$ cat config.mk
export PLATFORM = sky130hd
export DESIGN_NAME = emi_irq_events
export DESIGN_NICKNAME = d
export VERILOG_FILES = /design/src/core/emi_pkg.sv /design/src/core/emi_irq_events.sv /design/src/core/emi_cpl_ptr.sv /design/src/core/emi_wb_slave.sv
export SDC_FILE = /design/constraint.sdc
export NUM_CORES = 1
export LEC_CHECK = 0
export ABC_AREA = 1
export CORE_ASPECT_RATIO = 0.7
export CORE_UTILIZATION = 55
export CTS_CLUSTER_SIZE = 10
export DETAILED_ROUTE_END_ITERATION = 7
export DONT_BUFFER_PORTS = 1
export HOLD_SLACK_MARGIN = 0.1
export PLACE_DENSITY = 0.7
export SLEW_MARGIN = 20
export SYNTH_ARGS = -nofsm -noshare
export SYNTH_HDL_FRONTEND = slang
export SYNTH_SLANG_ARGS = --single-unit
export TNS_END_PERCENT = 50
$ cat constraint.sdc
create_clock -name mclk -period 4 [get_ports mclk]
set_input_delay 0.6 -clock mclk [delete_from_list [all_inputs] [get_ports mclk]]
set_output_delay 0.6 -clock mclk [all_outputs]
set_load 0.005 [all_outputs]
$ cat src/core/emi_pkg.sv
// shared constants and carriers for the mac interrupt event block
// assumes a 32-bit classic wishbone register port with byte addresses
package emi_pkg;
	localparam int NUM_CHAN = 8;
	localparam int CHAN_W = 3;
	localparam int PTR_W = 32;
	localparam int ADR_W = 8;
	localparam int DAT_W = 32;
	localparam int NUM_COUNTERS = 36;
	localparam int CNT_W = 16;
	localparam int NUM_TX_FAULTS = 6;
	localparam int NUM_RX_FAULTS = 2;

	// a statistics counter is in the overflow range once it reaches this value
	localparam logic [31:0] STAT_LIMIT = 32'h8000_0000;

	////////////////////////////////////////////////////////////////////////////////
	// register byte offsets
	localparam logic [ADR_W-1:0] TX_RAW_OFS = 8'h00;
	localparam logic [ADR_W-1:0] TX_MASKED_OFS = 8'h04;
	localparam logic [ADR_W-1:0] TX_EN_SET_OFS = 8'h08;
	localparam logic [ADR_W-1:0] TX_EN_CLR_OFS = 8'h0c;
	localparam logic [ADR_W-1:0] RX_RAW_OFS = 8'h10;
	localparam logic [ADR_W-1:0] RX_MASKED_OFS = 8'h14;
	localparam logic [ADR_W-1:0] RX_EN_SET_OFS = 8'h18;
	localparam logic [ADR_W-1:0] RX_EN_CLR_OFS = 8'h1c;
	localparam logic [ADR_W-1:0] MISC_RAW_OFS = 8'h20;
	localparam logic [ADR_W-1:0] MISC_MASKED_OFS = 8'h24;
	localparam logic [ADR_W-1:0] MISC_EN_SET_OFS = 8'h28;
	localparam logic [ADR_W-1:0] MISC_EN_CLR_OFS = 8'h2c;
	localparam logic [ADR_W-1:0] MAC_STATUS_OFS = 8'h30;
	localparam logic [ADR_W-1:0] TX_CP_BASE = 8'h40;
	localparam logic [ADR_W-1:0] RX_CP_BASE = 8'h60;
	localparam logic [ADR_W-1:0] CP_REGION_MASK = 8'he0;

	////////////////////////////////////////////////////////////////////////////////
	// field positions
	localparam int RX_THR_LSB = 8;
	localparam int MISC_STAT_BIT = 0;
	localparam int MISC_FAULT_BIT = 1;
	localparam int ST_TX_CODE_LSB = 0;
	localparam int ST_TX_CHAN_LSB = 4;
	localparam int ST_RX_CODE_LSB = 8;
	localparam int ST_RX_CHAN_LSB = 12;

	// reset values
	localparam logic [NUM_CHAN-1:0] TX_EN_RST = 8'h00;
	localparam logic [2*NUM_CHAN-1:0] RX_EN_RST = 16'h0000;
	localparam logic [1:0] MISC_EN_RST = 2'h0;
	localparam logic [15:0] MAC_STATUS_RST = 16'h0000;

	////////////////////////////////////////////////////////////////////////////////
	// carriers
	typedef struct packed {
		logic valid;
		logic [CHAN_W-1:0] chan;
		logic [PTR_W-1:0] addr;
	} emi_store_t;

	typedef struct packed {
		logic valid;
		logic we;
		logic [ADR_W-1:0] addr;
		logic [DAT_W-1:0] data;
		logic [3:0] sel;
	} emi_bus_req_t;
endpackage

$ cat src/core/emi_irq_events.sv
// interrupt event logic of the mac: completion, threshold, statistics and fault sources
// assumes the dma engines give one-cycle store and fault pulses synchronous to mclk
`timescale 1ns/1ps
module emi_irq_events #(
	parameter int NCH = emi_pkg::NUM_CHAN,
	parameter int NCNT = emi_pkg::NUM_COUNTERS,
	parameter int CW = emi_pkg::CNT_W
) (
	input wire logic mclk,
	input wire logic resetn,
	input wire logic wb_cyc_i,
	input wire logic wb_stb_i,
	input wire logic wb_we_i,
	input wire logic [emi_pkg::ADR_W-1:0] wb_adr_i,
	input wire logic [emi_pkg::DAT_W-1:0] wb_dat_i,
	input wire logic [3:0] wb_sel_i,
	output logic [emi_pkg::DAT_W-1:0] wb_dat_o,
	output logic wb_ack_o,
	input wire emi_pkg::emi_store_t tx_store,
	input wire emi_pkg::emi_store_t rx_store,
	input wire logic [emi_pkg::NUM_TX_FAULTS-1:0] tx_fault_flags,
	input wire logic [emi_pkg::CHAN_W-1:0] tx_fault_chan,
	input wire logic [emi_pkg::NUM_RX_FAULTS-1:0] rx_fault_flags,
	input wire logic [emi_pkg::CHAN_W-1:0] rx_fault_chan,
	input wire logic [NCNT-1:0] stat_counter_msb,
	input wire logic [NCH*CW-1:0] rx_free_buffer_count,
	input wire logic [NCH*CW-1:0] rx_flow_threshold,
	output logic [NCH-1:0] tx_done_irq,
	output logic [NCH-1:0] rx_done_irq,
	output logic [NCH-1:0] rx_low_buffers_irq,
	output logic counter_overflow_irq,
	output logic descriptor_fault_irq
);
	typedef struct packed {
		logic [NCH-1:0] tx_en;
		logic [2*NCH-1:0] rx_en;
		logic [1:0] misc_en;
		logic fault_raw;
		logic [15:0] mac_status;
		logic [NCH-1:0] thr_raw;
		logic stat_raw;
		logic [NCH-1:0] out_tx;
		logic [NCH-1:0] out_rx;
		logic [NCH-1:0] out_thr;
		logic out_stat;
		logic out_fault;
	} emi_ev_state_t;

	localparam int DAT_W_L = emi_pkg::DAT_W;

	emi_ev_state_t st;
	emi_ev_state_t next_st;

	emi_pkg::emi_bus_req_t req;
	emi_pkg::emi_store_t tx_host_ack;
	emi_pkg::emi_store_t rx_host_ack;
	logic [emi_pkg::DAT_W-1:0] rd_data;
	logic [emi_pkg::PTR_W-1:0] tx_rd_ptr;
	logic [emi_pkg::PTR_W-1:0] rx_rd_ptr;
	logic [NCH-1:0] tx_pend;
	logic [NCH-1:0] rx_pend;
	logic [NCH-1:0] thr_now;
	logic [DAT_W_L-1:0] wmask;

	////////////////////////////////////////////////////////////////////////////////
	// bus front end and completion pointer stores

	emi_wb_slave u_bus (
		.mclk(mclk),
		.resetn(resetn),
		.wb_cyc_i(wb_cyc_i),
		.wb_stb_i(wb_stb_i),
		.wb_we_i(wb_we_i),
		.wb_adr_i(wb_adr_i),
		.wb_dat_i(wb_dat_i),
		.wb_sel_i(wb_sel_i),
		.rd_data(rd_data),
		.req(req),
		.wb_dat_o(wb_dat_o),
		.wb_ack_o(wb_ack_o)
	);

	emi_cpl_ptr #(.NCH(NCH)) u_tx_cpl (
		.mclk(mclk),
		.resetn(resetn),
		.dev_store(tx_store),
		.host_ack(tx_host_ack),
		.rd_chan(req.addr[4:2]),
		.rd_ptr(tx_rd_ptr),
		.pend(tx_pend)
	);

	emi_cpl_ptr #(.NCH(NCH)) u_rx_cpl (
		.mclk(mclk),
		.resetn(resetn),
		.dev_store(rx_store),
		.host_ack(rx_host_ack),
		.rd_chan(req.addr[4:2]),
		.rd_ptr(rx_rd_ptr),
		.pend(rx_pend)
	);

	////////////////////////////////////////////////////////////////////////////////
	// free-buffer comparison, the same one flow control uses

	genvar gi;
	generate
		for (gi = 0; gi < NCH; gi++) begin : g_thr
			assign thr_now[gi] =
				rx_free_buffer_count[gi*CW +: CW] <= rx_flow_threshold[gi*CW +: CW];
		end
	endgenerate

	// byte lanes not selected write as zero, which set/clear treat as no change
	generate
		for (gi = 0; gi < 4; gi++) begin : g_lane
			assign wmask[gi*8 +: 8] = {8{req.sel[gi]}};
		end
	endgenerate

	// host acknowledges need a full word so a partial compare never clears a pending
	always_comb begin
		tx_host_ack.valid = req.valid && req.we && req.sel == 4'hf &&
			(req.addr & emi_pkg::CP_REGION_MASK) == emi_pkg::TX_CP_BASE;
		tx_host_ack.chan = req.addr[4:2];
		tx_host_ack.addr = req.data;
		rx_host_ack.valid = req.valid && req.we && req.sel == 4'hf &&
			(req.addr & emi_pkg::CP_REGION_MASK) == emi_pkg::RX_CP_BASE;
		rx_host_ack.chan = req.addr[4:2];
		rx_host_ack.addr = req.data;
	end

	////////////////////////////////////////////////////////////////////////////////
	// register read mux

	always_comb begin
		rd_data = 32'h0000_0000;
		if ((req.addr & emi_pkg::CP_REGION_MASK) == emi_pkg::TX_CP_BASE) begin
			rd_data = tx_rd_ptr;
		end else if ((req.addr & emi_pkg::CP_REGION_MASK) == emi_pkg::RX_CP_BASE) begin
			rd_data = rx_rd_ptr;
		end else begin
			case (req.addr)
				emi_pkg::TX_RAW_OFS: rd_data = 32'(tx_pend);
				emi_pkg::TX_MASKED_OFS: rd_data = 32'(tx_pend & st.tx_en);
				emi_pkg::TX_EN_SET_OFS,
				emi_pkg::TX_EN_CLR_OFS: rd_data = 32'(st.tx_en);
				emi_pkg::RX_RAW_OFS: rd_data = 32'({st.thr_raw, rx_pend});
				emi_pkg::RX_MASKED_OFS: rd_data = 32'({st.thr_raw, rx_pend} & st.rx_en);
				emi_pkg::RX_EN_SET_OFS,
				emi_pkg::RX_EN_CLR_OFS: rd_data = 32'(st.rx_en);
				emi_pkg::MISC_RAW_OFS: rd_data = 32'({st.fault_raw, st.stat_raw});
				emi_pkg::MISC_MASKED_OFS:
					rd_data = 32'({st.fault_raw, st.stat_raw} & st.misc_en);
				emi_pkg::MISC_EN_SET_OFS,
				emi_pkg::MISC_EN_CLR_OFS: rd_data = 32'(st.misc_en);
				emi_pkg::MAC_STATUS_OFS: rd_data = 32'(st.mac_status);
				default: rd_data = 32'h0000_0000;
			endcase
		end
	end

	////////////////////////////////////////////////////////////////////////////////
	// enables, level sources, fault capture and output registers

	always_comb begin
		logic [DAT_W_L-1:0] wd;
		logic [3:0] tx_code;
		logic [3:0] rx_code;
		wd = req.data & wmask;
		tx_code = 4'h0;
		rx_code = 4'h0;
		next_st = st;

		if (req.valid && req.we) begin
			case (req.addr)
				emi_pkg::TX_EN_SET_OFS: next_st.tx_en = st.tx_en | wd[NCH-1:0];
				emi_pkg::TX_EN_CLR_OFS: next_st.tx_en = st.tx_en & ~wd[NCH-1:0];
				emi_pkg::RX_EN_SET_OFS: next_st.rx_en = st.rx_en | wd[2*NCH-1:0];
				emi_pkg::RX_EN_CLR_OFS: next_st.rx_en = st.rx_en & ~wd[2*NCH-1:0];
				emi_pkg::MISC_EN_SET_OFS: next_st.misc_en = st.misc_en | wd[1:0];
				emi_pkg::MISC_EN_CLR_OFS: next_st.misc_en = st.misc_en & ~wd[1:0];
				default: next_st.misc_en = st.misc_en;
			endcase
		end

		// levels follow their causes; host removes them by fixing the cause
		next_st.thr_raw = thr_now;
		next_st.stat_raw = |stat_counter_msb;

		// lowest-numbered condition wins the code when several arrive together
		for (int i = emi_pkg::NUM_TX_FAULTS - 1; i >= 0; i--) begin
			if (tx_fault_flags[i]) begin
				tx_code = 4'(i + 1);
			end
		end
		for (int i = emi_pkg::NUM_RX_FAULTS - 1; i >= 0; i--) begin
			if (rx_fault_flags[i]) begin
				rx_code = 4'(i + 1);
			end
		end

		// only the first fault of each direction is kept; nothing but reset clears it
		if (tx_code != 4'h0) begin
			next_st.fault_raw = 1'b1;
			if (st.mac_status[emi_pkg::ST_TX_CODE_LSB +: 4] == 4'h0) begin
				next_st.mac_status[emi_pkg::ST_TX_CODE_LSB +: 4] = tx_code;
				next_st.mac_status[emi_pkg::ST_TX_CHAN_LSB +: 3] = tx_fault_chan;
			end
		end
		if (rx_code != 4'h0) begin
			next_st.fault_raw = 1'b1;
			if (st.mac_status[emi_pkg::ST_RX_CODE_LSB +: 4] == 4'h0) begin
				next_st.mac_status[emi_pkg::ST_RX_CODE_LSB +: 4] = rx_code;
				next_st.mac_status[emi_pkg::ST_RX_CHAN_LSB +: 3] = rx_fault_chan;
			end
		end

		// outputs lag the status registers by one cycle to stay flop-driven
		next_st.out_tx = tx_pend & next_st.tx_en;
		next_st.out_rx = rx_pend & next_st.rx_en[NCH-1:0];
		next_st.out_thr = st.thr_raw & next_st.rx_en[emi_pkg::RX_THR_LSB +: NCH];
		next_st.out_stat = st.stat_raw & next_st.misc_en[emi_pkg::MISC_STAT_BIT];
		next_st.out_fault = st.fault_raw & next_st.misc_en[emi_pkg::MISC_FAULT_BIT];
	end

	always_ff @(posedge mclk or negedge resetn) begin
		if (!resetn) begin
			st <= '0;
			st.tx_en <= emi_pkg::TX_EN_RST;
			st.rx_en <= emi_pkg::RX_EN_RST;
			st.misc_en <= emi_pkg::MISC_EN_RST;
			st.mac_status <= emi_pkg::MAC_STATUS_RST;
		end else begin
			st <= next_st;
		end
	end

	assign tx_done_irq = st.out_tx;
	assign rx_done_irq = st.out_rx;
	assign rx_low_buffers_irq = st.out_thr;
	assign counter_overflow_irq = st.out_stat;
	assign descriptor_fault_irq = st.out_fault;
endmodule

$ cat src/core/emi_cpl_ptr.sv
// completion pointer store with per-channel pending flags
// assumes one device store and one host acknowledge per cycle at most
`timescale 1ns/1ps
module emi_cpl_ptr #(
	parameter int NCH = emi_pkg::NUM_CHAN
) (
	input wire logic mclk,
	input wire logic resetn,
	input wire emi_pkg::emi_store_t dev_store,
	input wire emi_pkg::emi_store_t host_ack,
	input wire logic [emi_pkg::CHAN_W-1:0] rd_chan,
	output logic [emi_pkg::PTR_W-1:0] rd_ptr,
	output logic [NCH-1:0] pend
);
	typedef struct packed {
		logic [NCH-1:0][emi_pkg::PTR_W-1:0] ptr;
		logic [NCH-1:0] pend;
	} emi_cpl_state_t;

	emi_cpl_state_t st;
	emi_cpl_state_t next_st;

	always_comb begin
		next_st = st;
		// host value is only compared, never stored
		if (host_ack.valid && host_ack.addr == st.ptr[host_ack.chan]) begin
			next_st.pend[host_ack.chan] = 1'b0;
		end
		// device store comes last so a same-cycle event beats the acknowledge
		if (dev_store.valid) begin
			next_st.ptr[dev_store.chan] = dev_store.addr;
			next_st.pend[dev_store.chan] = 1'b1;
		end
	end

	always_ff @(posedge mclk or negedge resetn) begin
		if (!resetn) begin
			st <= '0;
		end else begin
			st <= next_st;
		end
	end

	assign rd_ptr = st.ptr[rd_chan];
	assign pend = st.pend;
endmodule

$ cat src/core/emi_wb_slave.sv
// classic wishbone slave front end: one request pulse per cycle, registered ack
// assumes read data for the presented address is ready in the same cycle
`timescale 1ns/1ps
module emi_wb_slave (
	input wire logic mclk,
	input wire logic resetn,
	input wire logic wb_cyc_i,
	input wire logic wb_stb_i,
	input wire logic wb_we_i,
	input wire logic [emi_pkg::ADR_W-1:0] wb_adr_i,
	input wire logic [emi_pkg::DAT_W-1:0] wb_dat_i,
	input wire logic [3:0] wb_sel_i,
	input wire logic [emi_pkg::DAT_W-1:0] rd_data,
	output emi_pkg::emi_bus_req_t req,
	output logic [emi_pkg::DAT_W-1:0] wb_dat_o,
	output logic wb_ack_o
);
	typedef struct packed {
		logic ack;
		logic [emi_pkg::DAT_W-1:0] dat;
	} emi_wb_state_t;

	emi_wb_state_t st;
	emi_wb_state_t next_st;

	always_comb begin
		// the ack cycle blocks a second take of the same held request
		req.valid = wb_cyc_i && wb_stb_i && !st.ack;
		req.we = wb_we_i;
		req.addr = {wb_adr_i[emi_pkg::ADR_W-1:2], 2'b00};
		req.data = wb_dat_i;
		req.sel = wb_sel_i;
		next_st.ack = req.valid;
		next_st.dat = (req.valid && !wb_we_i) ? rd_data : 32'h0000_0000;
	end

	always_ff @(posedge mclk or negedge resetn) begin
		if (!resetn) begin
			st <= '0;
		end else begin
			st <= next_st;
		end
	end

	assign wb_ack_o = st.ack;
	assign wb_dat_o = st.dat;
endmodule

==> results.md <==
* Initial antenna violation count at 9
* Crit path max fanout at 167
* Die height at 206.3 um
* Max cap viols at 0
* Crit path DAT at 3.47 ns
* Routed vias at 29230
* I/O Pins at 486
* Post-synthesis sequential area ratio at 0.4836
* Slew Limit Headroom at -0.5962
* Clock tree buffer depth at 3
* DRT iter0 DRCs at 3694
* Rows at 74
* Tcrit/Tclk final at 0.7544
* Port Buf Inserts at 0
* Avg WL per Cell at 21.47 um
* Gr usage total at 0.3516
* Worst-Margin Slew at 2.394 ns
* H-Tree Depth at 3
* Critical Path Sink Type: flip-flop
* Post-synth top cells: 1625 x nand2_1, 634 x dfrtp_1, 563 x o21ai_0
* # Post-CTS Setup Buffers at 0
* Full die area at 60650 sq um
* GP Congestion at 0.9889
* Met3 Usage GRT at 0.1181
* Asr flop ratio synth at 1.000
* Min Hold Slack at -0.3057 ns
* Failing checks: hold timing, slew limit
* Clock Skews at 0.02090 ns
* CTS tree: yes
* Hold buffers post-CTS at 19
* RSZ-0062 raised after global routing: no
* Synth Instances at 4301
* CP Launch Type: input pin
* PD cells at 465.5 nW/um^2
* TNS Setup at 0 ns
* R2R setup slack at 1.53 ns
* Met1 usage at 0.5202
* TritonCTS buffer count at 74
* Critical path required time at 4.45 ns
* Initial Utilization at 0.5598
* Post-synth top area share at 0.4836
* Nets at 4762
* Fin. max-slew vios at 314
* Synth Flop Type: dfrtp_1
* VDD IR-drop max at 304.6 uV
* Synth cell types at 43
* Count leader, synth: nand2_1
* Die X at 293.9 um
* CTS sink count at 634
* Area Overhead vs Synth at 7.974%
* Routing usage on met2 at 0.4718
* Flop and latch count out of synthesis at 634
* Tmin final at 3.017 ns
* Critical path class: input pin to flip-flop
* Final HPWL DP at 72.06 mm
* Clk root buf: clkbuf_16
* Total power at 16.49 mW
* Yosys warns at 0
* Vias in the first global route at 25715
* Global routing's busiest layer: met1
* Post-synth EDFFs at 0
* Mapped cell area at 32810 sq um
* Leakage power at 18.22 nW
* Area leader, netlist: dfrtp_1
* Final Hold Vio Count at 302
* Largest net degree at the start of global routing at 635
* DRT Wirelength at 107.9 mm
* Reg clk slew, reported paths at 0.06 ns
* Clk Latency, worst-skew pair at 0.63 ns
* Synth area leaders: dfrtp_1 48%, nand2_1 19%, o21ai_0 8.6%
* Core area at 58610 sq um
* Finish-stage setup viols at 0
* Peak Freq at 0.3314 GHz
* First-pass GRT wire length at 160.1 mm
* Outcome: complete, but fails checks
* Syn avg cell area at 7.628 sq um
* Worst hold path type: input pin to asynchronous set/reset pin
* Detail Route Antenna Nets at 0
* Syn_nets at 4856
* Vias per cell at 5.815
* Grt ovf at 0
* Layout cells sized above 1 at 0.03980
* Initial DRT Pass Iterations at 6
* Post-CTS sizing at 0
* # DRC at 0
power by group:
group / internal [mW] / switching, mW / total [mW]
Sequential: 7.43 / 0.534 / 7.97
Clock: 3.39 / 2.60 / 5.99
Combinational: 0.938 / 1.60 / 2.53
flip-flops by register name, summed over array words and instances (netlist names), 8 cells and up:
name                count
rx_done_irq             8
u_rx_cpl.pend           8
st                     47
u_rx_cpl.st           256
tx_done_irq             8
u_tx_cpl.st           256
rx_low_buffers_irq      8
u_bus.wb_dat_o         32
u_tx_cpl.pend           8
area by class of cell:
type | instances | area, sq um
fill | 5454 | 23180
sequential | 634 | 15870
multi-input combinational | 3063 | 14580
clock buffer | 84 | 1932
inverter | 367 | 1380
tap | 798 | 998.5
timing repair buffer | 67 | 575.6
clock inverter | 6 | 75.07
antenna | 8 | 20.02
logic make-up (layout without fill, tap and decap cells):
| logic type | Yosys count | after routing | synth area share |
|---|---|---|---|
| muxes | 6 | 6 | 0.002059 |
| and+or+nand+nor | 2123 | 2123 | 0.2605 |
| DFF | 634 | 634 | 0.4836 |
| other | 0 | 8 | 0 |
| adders and majority gates | 128 | 128 | 0.04881 |
| buffers and inverters | 604 | 524 | 0.07421 |
| AOI/OAI and AO/OA | 806 | 806 | 0.1308 |
path summary, 6_finish.rpt:
check,start,to,depth (start not counted)
worst max-delay path,wb_adr_i[2],u_bus.wb_dat_o[6]$_DFF_PN0_,8
min in group mclk,rx_store[22],u_rx_cpl.st[254]$_DFFE_PN0P_,2
worst min register to register,st[43]$_DFFE_PN0P_,st[44]$_DFFE_PN0P_,1
max in group asynchronous,resetn,u_rx_cpl.st[49]$_DFFE_PN0P_,0
worst max register to register,u_bus.wb_ack_o$_DFF_PN0_,u_rx_cpl.pend[7]$_DFF_PN0_,13
worst min-delay path,resetn,u_tx_cpl.st[183]$_DFFE_PN0P_,0
per-layer routing:
layer,part of all wire,vias up
li1,-,13690
met1,0.43,13821
met2,0.41,1494
met3,0.13,213
met4,0.036,12
met5,0.0017,-
metrics by stage:
step,cell area (sq um),worst slack [ns],utilization,instances
floorplan,32810,1.749,-,4301
global placement,33200,0.6509,0.5665,4910
detailed placement,33200,0.6297,0.5665,4910
CTS,35400,1.285,0.6040,5019
global route,35410,0.9887,0.6042,5021
finish,35430,0.9826,0.6044,5027
critical path: stages:
cell and delay (ns):
nand2_1 0.17, nor2_1 0.08, nand2_1 0.11, inv_1 0.15
nor2_1 0.83, a21boi_0 0.21, nor4_1 1.00, a31oi_1 0.16
placed cells by master (no fill, tap or decap), types with 3 or more instances in the layout:
master / Yosys / layout
a211oi_1: 7 / 7
a21boi_0: 8 / 8
a21oi_1: 138 / 138
a221oi_1: 7 / 7
a22oi_1: 16 / 16
a31oi_1: 16 / 16
a32o_1: 3 / 3
buf_4: 28 / 46
clkbuf_1: 138 / 8
clkbuf_16: 0 / 76
clkinv_8: 0 / 3
dfrtp_1: 634 / 634
diode_2: 0 / 8
dlygate4sd3_1: 0 / 19
ha_1: 128 / 128
inv_1: 362 / 362
inv_6: 0 / 3
mux2_2: 6 / 6
nand2_1: 1625 / 1613
nand2_2: 0 / 11
nand3_1: 246 / 244
nand3b_1: 5 / 5
nand4_1: 56 / 56
nor2_1: 146 / 140
nor2_2: 1 / 5
nor2_4: 4 / 6
nor3_1: 21 / 21
nor4_1: 13 / 13
o2111ai_1: 7 / 7
o211ai_1: 3 / 3
o21a_1: 6 / 6
o21ai_0: 563 / 563
o21ai_1: 7 / 7
o221ai_1: 7 / 7
o22ai_1: 6 / 6
o31ai_1: 4 / 4
(Power assumes the default switching activity.)
